[src/i2c_host_pkg.sv]
package i2c_host_pkg;
   localparam logic [5:0] addr_fixed_bits = 6'h0c; // Upper six address bits
   localparam logic read_dir = 1'b1;
   localparam logic write_dir = 1'b0;
   localparam logic [7:0] incr_flag = 8'h80;
   localparam int clk_hz = 50000000;
   localparam int fast_scl_hz = 400000;
   localparam int std_scl_hz = 100000;
   // Quarter-period counts of the generated bus clock
   localparam int fast_quarter = clk_hz / (fast_scl_hz * 4);
   localparam int std_quarter = clk_hz / (std_scl_hz * 4);
   localparam int filt_len = 3;
   localparam int max_bytes = 16;

   typedef struct packed {
      logic is_read;     // 1 read, 0 write
      logic strap;       // Level of the device address strap
      logic incr;        // Set the auto-increment flag
      logic [6:0] reg_addr;
      logic [4:0] count; // Bytes to move, 1..31; a count of 0 is not accepted
   } cmd_t;

   typedef struct packed {
      logic done;
      logic nack;        // Device failed to acknowledge
      logic [7:0] data;
      logic data_valid;
   } rsp_t;
endpackage

[src/line_filter.sv]
`timescale 1ns/1ns
// Two-stage synchroniser followed by a majority-free persistence filter
module line_filter #(
   parameter int len = i2c_host_pkg::filt_len
) (
   input wire logic clk,
   input wire logic rst,
   input wire logic din,
   output logic dout
);
   logic s1_q, s2_q;
   logic [$clog2(len+1)-1:0] cnt_q;

   ////////////////////////////////////////////////////////////
   // Synchroniser; first stage read only by second
   always_ff @(posedge clk) begin
      if (rst) begin
         s1_q <= 1'b1;
         s2_q <= 1'b1;
      end else begin
         s1_q <= din;
         s2_q <= s1_q;
      end
   end

   // Level must persist len cycles; short glitches never reach dout
   always_ff @(posedge clk) begin
      if (rst) begin
         cnt_q <= '0;
         dout <= 1'b1;
      end else if (s2_q == dout) begin
         cnt_q <= '0;
      end else if (cnt_q == ($clog2(len+1))'(len - 1)) begin
         cnt_q <= '0;
         dout <= s2_q;
      end else begin
         cnt_q <= cnt_q + 1'b1;
      end
   end
endmodule

[src/i2c_host.sv]
`timescale 1ns/1ns
// Two-wire bus master that reads and writes the sensor register space
module i2c_host #(
   parameter int quarter_fast = i2c_host_pkg::fast_quarter,
   parameter int quarter_std = i2c_host_pkg::std_quarter
) (
   input wire logic clk,
   input wire logic rst,
   input wire logic cmd_valid,
   input wire i2c_host_pkg::cmd_t cmd,
   input wire logic fast_mode,
   input wire logic [7:0] wr_data,
   output logic wr_take,
   output logic cmd_ready,
   output i2c_host_pkg::rsp_t rsp,
   output logic bus_busy,
   output logic select_out,
   input wire logic scl_in,
   output logic scl_out,
   output logic scl_oe_n,
   input wire logic sda_in,
   output logic sda_out,
   output logic sda_oe_n
);
   typedef enum logic [3:0] {
      st_idle = 4'b0000, st_start = 4'b0001, st_bit = 4'b0010, st_ack = 4'b0011,
      st_rstart = 4'b0100, st_stop = 4'b0101, st_done = 4'b0110
   } state_t;

   typedef enum logic [1:0] {
      ph_addr_w = 2'b00, ph_sub = 2'b01, ph_addr_r = 2'b10, ph_data = 2'b11
   } phase_t;

   state_t state_q;
   phase_t phase_q;
   i2c_host_pkg::cmd_t cmd_q;
   logic [7:0] shift_q;
   logic [2:0] bit_q;
   logic [1:0] qtr_q;
   logic [15:0] tick_q;
   logic [4:0] left_q;
   logic nack_q;
   logic scl_f, sda_f, scl_f_q, sda_f_q;
   logic tick, stretched, start_seen, stop_seen;
   logic [15:0] quarter;

   ////////////////////////////////////////////////////////////
   // Filtered views of both lines
   line_filter #(.len(i2c_host_pkg::filt_len)) u_scl (.clk(clk), .rst(rst), .din(scl_in), .dout(scl_f));
   line_filter #(.len(i2c_host_pkg::filt_len)) u_sda (.clk(clk), .rst(rst), .din(sda_in), .dout(sda_f));

   always_ff @(posedge clk) begin
      if (rst) begin
         scl_f_q <= 1'b1;
         sda_f_q <= 1'b1;
      end else begin
         scl_f_q <= scl_f;
         sda_f_q <= sda_f;
      end
   end

   assign start_seen = scl_f && sda_f_q && !sda_f;
   assign stop_seen = scl_f && !sda_f_q && sda_f;

   // Bus busy from any start to the next stop, ours or another master's
   always_ff @(posedge clk) begin
      if (rst) begin
         bus_busy <= 1'b0;
      end else if (start_seen) begin
         bus_busy <= 1'b1;
      end else if (stop_seen) begin
         bus_busy <= 1'b0;
      end
   end

   ////////////////////////////////////////////////////////////
   // Quarter-bit timebase; standard rate kept for slow buses
   assign quarter = fast_mode ? 16'(quarter_fast) : 16'(quarter_std);
   // While we release the clock but it still reads low, the device stretches
   assign stretched = scl_out && !scl_f;
   assign tick = (tick_q == quarter - 16'h0001) && !stretched;

   always_ff @(posedge clk) begin
      if (rst || state_q == st_idle) begin
         tick_q <= '0;
      end else if (stretched) begin
         tick_q <= '0;
      end else if (tick) begin
         tick_q <= '0;
      end else begin
         tick_q <= tick_q + 16'h0001;
      end
   end

   always_ff @(posedge clk) begin
      if (rst || state_q == st_idle) begin
         qtr_q <= '0;
      end else if (tick) begin
         qtr_q <= qtr_q + 2'h1;
      end
   end

   // Port select held high: two-wire mode chosen for the device
   always_ff @(posedge clk) begin
      if (rst) begin
         select_out <= 1'b0;
      end else begin
         select_out <= 1'b1;
      end
   end

   ////////////////////////////////////////////////////////////
   // Sequencer: quarter 0 drives data with clock low, 1-2 clock high, 3 clock low
   always_ff @(posedge clk) begin
      if (rst) begin
         state_q <= st_idle;
         phase_q <= ph_addr_w;
         cmd_q <= '0;
         shift_q <= '0;
         bit_q <= '0;
         left_q <= '0;
         nack_q <= 1'b0;
         scl_out <= 1'b1;
         sda_out <= 1'b1;
         rsp <= '0;
         wr_take <= 1'b0;
      end else begin
         rsp.done <= 1'b0;
         rsp.data_valid <= 1'b0;
         wr_take <= 1'b0;
         unique case (state_q)
            st_idle: begin
               scl_out <= 1'b1;
               sda_out <= 1'b1;
               if (cmd_valid && !bus_busy && cmd.count != 5'h00) begin
                  cmd_q <= cmd;
                  nack_q <= 1'b0;
                  state_q <= st_start;
               end
            end
            st_start, st_rstart: begin
               // Data falls while clock high, then clock goes low
               if (tick) begin
                  unique case (qtr_q)
                     2'h0: begin
                        scl_out <= 1'b1;
                        sda_out <= 1'b1;
                     end
                     2'h1: sda_out <= 1'b0;
                     2'h2: scl_out <= 1'b0;
                     2'h3: begin
                        phase_q <= (state_q == st_rstart) ? ph_addr_r : ph_addr_w;
                        shift_q <= {i2c_host_pkg::addr_fixed_bits, cmd_q.strap,
                                    (state_q == st_rstart) ? i2c_host_pkg::read_dir : i2c_host_pkg::write_dir};
                        bit_q <= 3'h7;
                        left_q <= cmd_q.count;
                        state_q <= st_bit;
                     end
                  endcase
               end
            end
            st_bit: begin
               if (tick) begin
                  unique case (qtr_q)
                     2'h0: sda_out <= (phase_q == ph_data && cmd_q.is_read) ? 1'b1 : shift_q[7];
                     2'h1: scl_out <= 1'b1;
                     2'h2: if (phase_q == ph_data && cmd_q.is_read) shift_q <= {shift_q[6:0], sda_f};
                     2'h3: begin
                        scl_out <= 1'b0;
                        if (!(phase_q == ph_data && cmd_q.is_read)) shift_q <= {shift_q[6:0], 1'b0};
                        if (bit_q == 3'h0) state_q <= st_ack;
                        else bit_q <= bit_q - 3'h1;
                     end
                  endcase
               end
            end
            st_ack: begin
               if (tick) begin
                  unique case (qtr_q)
                     2'h0: begin
                        if (phase_q == ph_data && cmd_q.is_read) begin
                           rsp.data <= shift_q;
                           rsp.data_valid <= 1'b1;
                           sda_out <= (left_q == 5'h01);
                        end else begin
                           sda_out <= 1'b1;
                        end
                     end
                     2'h1: scl_out <= 1'b1;
                     2'h2: if (!(phase_q == ph_data && cmd_q.is_read) && sda_f) nack_q <= 1'b1;
                     2'h3: begin
                        scl_out <= 1'b0;
                        bit_q <= 3'h7;
                        if (nack_q) begin
                           state_q <= st_stop;
                        end else unique case (phase_q)
                           ph_addr_w: begin
                              phase_q <= ph_sub;
                              shift_q <= {cmd_q.incr, cmd_q.reg_addr};
                              state_q <= st_bit;
                           end
                           ph_sub: begin
                              if (cmd_q.is_read) begin
                                 state_q <= st_rstart;
                              end else begin
                                 phase_q <= ph_data;
                                 shift_q <= wr_data;
                                 wr_take <= 1'b1;
                                 state_q <= st_bit;
                              end
                           end
                           ph_addr_r: begin
                              phase_q <= ph_data;
                              state_q <= st_bit;
                           end
                           ph_data: begin
                              left_q <= left_q - 5'h01;
                              if (left_q == 5'h01) begin
                                 state_q <= st_stop;
                              end else begin
                                 if (!cmd_q.is_read) begin
                                    shift_q <= wr_data;
                                    wr_take <= 1'b1;
                                 end
                                 state_q <= st_bit;
                              end
                           end
                        endcase
                     end
                  endcase
               end
            end
            st_stop: begin
               // Data rises while clock high
               if (tick) begin
                  unique case (qtr_q)
                     2'h0: sda_out <= 1'b0;
                     2'h1: scl_out <= 1'b1;
                     2'h2: sda_out <= 1'b1;
                     2'h3: state_q <= st_done;
                  endcase
               end
            end
            st_done: begin
               rsp.done <= 1'b1;
               rsp.nack <= nack_q;
               state_q <= st_idle;
            end
            default: state_q <= st_idle;
         endcase
      end
   end

   // Open-drain: enable low only when pulling low
   always_ff @(posedge clk) begin
      if (rst) begin
         cmd_ready <= 1'b0;
      end else begin
         cmd_ready <= (state_q == st_idle) && !bus_busy;
      end
   end

   assign scl_oe_n = scl_out;
   assign sda_oe_n = sda_out;
endmodule

[config.mk]
export PLATFORM = sky130hd
export DESIGN_NAME = i2c_host
export DESIGN_NICKNAME = d
export VERILOG_FILES = /design/src/i2c_host_pkg.sv /design/src/line_filter.sv /design/src/i2c_host.sv
export SDC_FILE = /design/constraint.sdc
export NUM_CORES = 1
export LEC_CHECK = 0
export BUFFER_PORTS_ARGS = -buffer_cell sky130_fd_sc_hd__buf_4
export CORE_MARGIN = 2
export CORE_UTILIZATION = 38
export CTS_CLUSTER_SIZE = 16
export DETAILED_ROUTE_END_ITERATION = 10
export SLEW_MARGIN = 20
export SYNTH_ARGS = -nofsm -noshare
export SYNTH_HDL_FRONTEND = slang
export SYNTH_SLANG_ARGS = --single-unit
[constraint.sdc]
create_clock -name clk -period 5 [get_ports clk]
set_clock_uncertainty 0.05 [all_clocks]
set_input_delay 1.25 -clock clk [delete_from_list [all_inputs] [get_ports clk]]
set_output_delay 1.25 -clock clk [all_outputs]
set_load 0.1 [all_outputs]
# Yosys cells after proc, flatten, opt, wreduce, memory -nomap -nowiden
# Index checks and enable logic that the tools add are counted.
# Widths: inputs -> output; s select.
# word_totals
register_bits	84
out_inout_bits	19
word_cells	229
# op_classes
addsub	7
n_eq_ne	50
n_mux	83
bitwise_logic	6
reduce_logical	51
# ops
op	n
$mux 8	10
$pmux 8 s3	2
$mux 4	11
$ne 2x2->1 const B	17
$mux 5	6
$mux 1	23
$mux 3	7
$ne 3x3->1 const B	7
$pmux 4 s5	1
$add 16x1->16 const B	1
$eq 16x16->1	1
$mux 2	8
$pmux 8 s2	1
$reduce_and 7->1	2
$eq 2x2->1 const B	6
$eq 4x3->1 const B	3
$pmux 1 s2	6
$pmux 4 s3	1
$reduce_and 12->1	1
$reduce_or 3->1	4
$logic_and 1x1->1	11
$pmux 5 s2	1
$reduce_and 10->1	1
$reduce_bool 5->1	2
other kinds (37)	64

# Depth between registers and ports, before layout
# logic_depth
depth_word	8
ltp_mapped	8
ltp_nobuf	7

# By module
# Synthesis repeated with hierarchy kept, for this count alone.
# unflattened
cells_unflattened	478
area_unflattened_um2	4170.2
# by_module_without_submodules
module	instances	cells_per_inst	area_each_um2	seq_area_each_um2
i2c_host	1	450	3837.4	1461.4
line_filter	2	14	166.4	100.1

# Least setup slack after synthesis
# Ideal clock, no wire load.
# synth_timing
path_kind	input port to flip-flop
from	in cmd[0] (netlist bit)
to	reg state_q[0]
t_arrival_ns	2.654
t_required_ns	4.829
setup_slack_ns	2.175
path_stages	5
path_cell_list	or4_4 > o211ai_4 > a21oi_2 > a21boi_2 > mux2_4
# synth_via
elab_chain_cells	4
# synth_rtl
item	line_no	text
start: declaration	i2c_host.sv:10	input wire i2c_host_pkg::cmd_t cmd,
$reduce_bool 5->1	i2c_host.sv:135	if (cmd_valid && !bus_busy && cmd.count != 5'h00) begin
$logic_and 1x1->1	i2c_host.sv:135	
$ne 2x2->1 (no source line)	n/a	
$reduce_and 10->1 (no source line)	n/a	
end signal: assignment	i2c_host.sv:138	state_q <= st_start;
end signal: assignment	i2c_host.sv:157	state_q <= st_bit;
end signal: assignment	i2c_host.sv:171	if (bit_q == 3'h0) state_q <= st_ack;
end: declaration	i2c_host.sv:34	state_t state_q;
# Every way passes these cells.
# A chain may end at the register's enable or synchronous reset.

# Worst setup path after layout
# Ends and elaborated chain as after synthesis.

==> results.json <==
{
  "drv_slew": 0,
  "ys_types": 68,
  "cp_max_fo": 18,
  "busiest_layer": "met2",
  "cts.sinks": 83,
  "die-area_sq_um": 12030,
  "fin_crit_ns": 2.976,
  "grt_antenna_before_repair": 0,
  "clock_path_buffers": 2,
  "cts_setup_buffers": 0,
  "rows": 38,
  "regArea_sq_um": 1662,
  "rr_worst_depth": 5,
  "power_density_nw_per_um2": 306.4,
  "required_ns": 5.21,
  "dr.first_iter.drc_count": 228,
  "postSynth.asyncResetShare_pct": 0,
  "regToRegSetupSlack_ns": 2.12,
  "ys_ff_latch": 83,
  "nNetsFinal": 563,
  "synth.top_cell.area_share_pct": 39.15,
  "synth_nets": 527,
  "setup_tns_ns": 0,
  "outcome": "finished clean",
  "drive_above_1_share_pct": 16.60,
  "cp-start-kind": "input pin",
  "routabilityCongestion": 0.8251,
  "clock.fmax_ghz": 0.3360,
  "cts_tree": "done",
  "holdPathEnd": "u_sda.cnt_q[0]",
  "ir_worst_vdd_uv": 158.3,
  "fin_crit_sh_pct": 59.53,
  "multi_input_area_sq_um": 2420,
  "die_w_microns": 109.7,
  "synth_cells": 483,
  "vias": 3529,
  "path_class": "input pin to register",
  "drc": 0,
  "worstMarginPinSlew_ns": 0.9476,
  "p_leak_uw": 0.001901,
  "netlist.top_cell.by_area": "dfxtp_1",
  "htreeDepth": 3,
  "ys.flop_type": "dfxtp_1",
  "dp_hpwl_microns": 7163,
  "rsz0062_at_grt": "false",
  "io_buffers": 47,
  "holdPathStages": 1,
  "grt_max_degree": 60,
  "grt_pass1_vias": 3369,
  "reg2reg_to": "shift_q[4]",
  "initial_utilization_pct": 38.98,
  "critPathArrivalTime_ns": 3.19,
  "ys_seq_area_share_pct": 39.15,
  "ctsHoldBuffers": 0,
  "grt_pass1_wl_microns": 16680,
  "min-delay-start": "u_sda.cnt_q[0]",
  "drt_wl_total_microns": 10100,
  "gr-usage-met1_pct": 23.00,
  "num_antenna_cells": 0,
  "clk_latency_ns": 0.37,
  "drtPass1Iterations": 5,
  "grt_util_met2_pct": 29.45,
  "use_met3_pct": 4.149,
  "nFillCells": 1069,
  "avgSynthCellArea_sq_um": 8.787,
  "synthTopCellsByArea": "dfxtp_1 (39%), mux2i_1 (8.0%), nor2_1 (6.1%), ha_1 (4.4%), a21oi_1 (3.5%)",
  "final-hold-violation-count": 0,
  "r2r-start": "state_q[0]",
  "hp-class": "register to register",
  "grt_overflow": 0,
  "crit_path_end_kind": "register",
  "synth_edf_count": 0,
  "clockRootBuffer": "clkbuf_8",
  "ios": 48,
  "grt_usage_pct": 18.10,
  "postPlaceCellArea_sq_um": 4684,
  "final_area_sq_um": 4912,
  "via_per_inst": 5.315,
  "detail-route-antenna-nets": 0,
  "cap_violations": 0,
  "path_clk_slew_ns": 0.08,
  "syn2layout_area_growth_pct": 15.74,
  "die_h_microns": 109.7,
  "core_area_sq_um": 10890,
  "yosysWarnings": 0,
  "setup_viol": 0,
  "syn-cell-area_sq_um": 4244,
  "numCtsBuffers": 9,
  "routedWlPerCell_microns": 15.21,
  "slew_headroom_pct": 36.74,
  "ctsResizeCount": 0
}
through the flow:
stage | power [uW] | util (%) | cells | hold WS [ns] | setup slack [ns]
2_1_floorplan | 899.7 | - | 483 | 0.3395 | 2.175
5_1_grt | 1573 | 45.12 | 664 | 0.3708 | 1.969
4_1_cts | 1521 | 45.12 | 664 | 0.3653 | 2.032
6_report | 1505 | 45.12 | 664 | 0.3635 | 2.024
3_3_place_gp | 955.6 | 42.96 | 647 | 0.3477 | 1.688
3_5_place_dp | 960.8 | 43.02 | 648 | 0.3535 | 1.639
how the worst max path moves through the flow:
stage	from	to	slack, ns	cells after the start
6_report	cmd[0]	state_q[0]	2.02	6
5_1_grt	cmd[0]	state_q[0]	1.97	6
4_1_cts	cmd[0]	state_q[0]	2.03	6
3_5_place_dp	cmd[0]	state_q[0]	1.64	6
3_3_place_gp	cmd[0]	state_q[0]	1.69	6
2_1_floorplan	cmd[0]	state_q[0]	2.17	5
cells in the final DEF, fill, tap and decap left out, drive strengths merged, types with 3 or more instances in the layout:
cell type  count
nor3          11
buf           50
dfxtp         83
mux2i         34
xnor2          7
and3           5
nand4          3
mux2           3
inv           15
ha            15
nor4           6
a21oi         31
nand2         36
or2            5
nor2          70
a2111oi        3
nor2b         10
or3            8
and2           6
nor3b          3
nand3         16
xor2          10
clkbuf        13
nand2b         6
o21ai         22
and4           5
o211ai        10
a32o           3
per-layer routing:
| metal | wire length, microns | vias up | share of wire, % |
|---|---|---|---|
| met2 | 4725 | 78 | 47 |
| met4 | 197 | 0 | 2.0 |
| li1 | - | 1779 | - |
| met5 | 0 | - | 0 |
| met1 | 4779 | 1658 | 47 |
| met3 | 401 | 14 | 4.0 |
synthesized netlist by cell type (6+ instances only):
cell	n
nand2_1	35
nor2_1	69
or3_1	8
ha_1	15
xnor2_1	7
o21ai_0	21
clkbuf_1	12
o211ai_1	8
nand2b_1	6
and2_1	6
xor2_1	10
dfxtp_1	83
nor2b_1	10
a21oi_1	30
mux2i_1	34
inv_1	14
nor3_1	10
nand3_1	16
buf_2	9
flip-flops by register name (all words and copies together), names as in the netlist, 2 cells and up:
signal and count:
u_sda.cnt_q 2, shift_q 8, rsp 11, cmd_q 15
state_q 3, phase_q 2, u_scl.cnt_q 2, bit_q 3
tick_q 16, left_q 5, qtr_q 2
report_power, final:
group	total [uW]	internal [uW]	switching [uW]	leakage (uW)
clock network	560	311	249	0.000114
registers	716	686	30.6	0.000674
logic	229	88.2	140	0.00111
critical path, stage by stage:
cell and delay [ns]:
buf_4 0.11, or4_4 0.53, o211ai_4 0.65, a21oi_2 0.12, a21boi_2 0.20, mux2_4 0.31
layout make-up:
type                    count  area share, %
clock buffers              13          3.235
clock inverters             3          1.401
inverters                  14          1.070
multi-input cells         361          49.26
flip-flops and latches     83          33.83
well taps                 140          3.566
repair buffers             50          7.641
logic make-up after synthesis:
logic type / after synthesis / synth area share (%)
compound gates: 93 / 15.60
xor+xnor: 17 / 3.508
fa+ha+maj: 15 / 4.422
buf+inv: 39 / 3.980
flops: 83 / 39.15
mux: 37 / 8.903
simple gates: 199 / 24.44
Note: power is estimated with default switching activity, not from simulation.
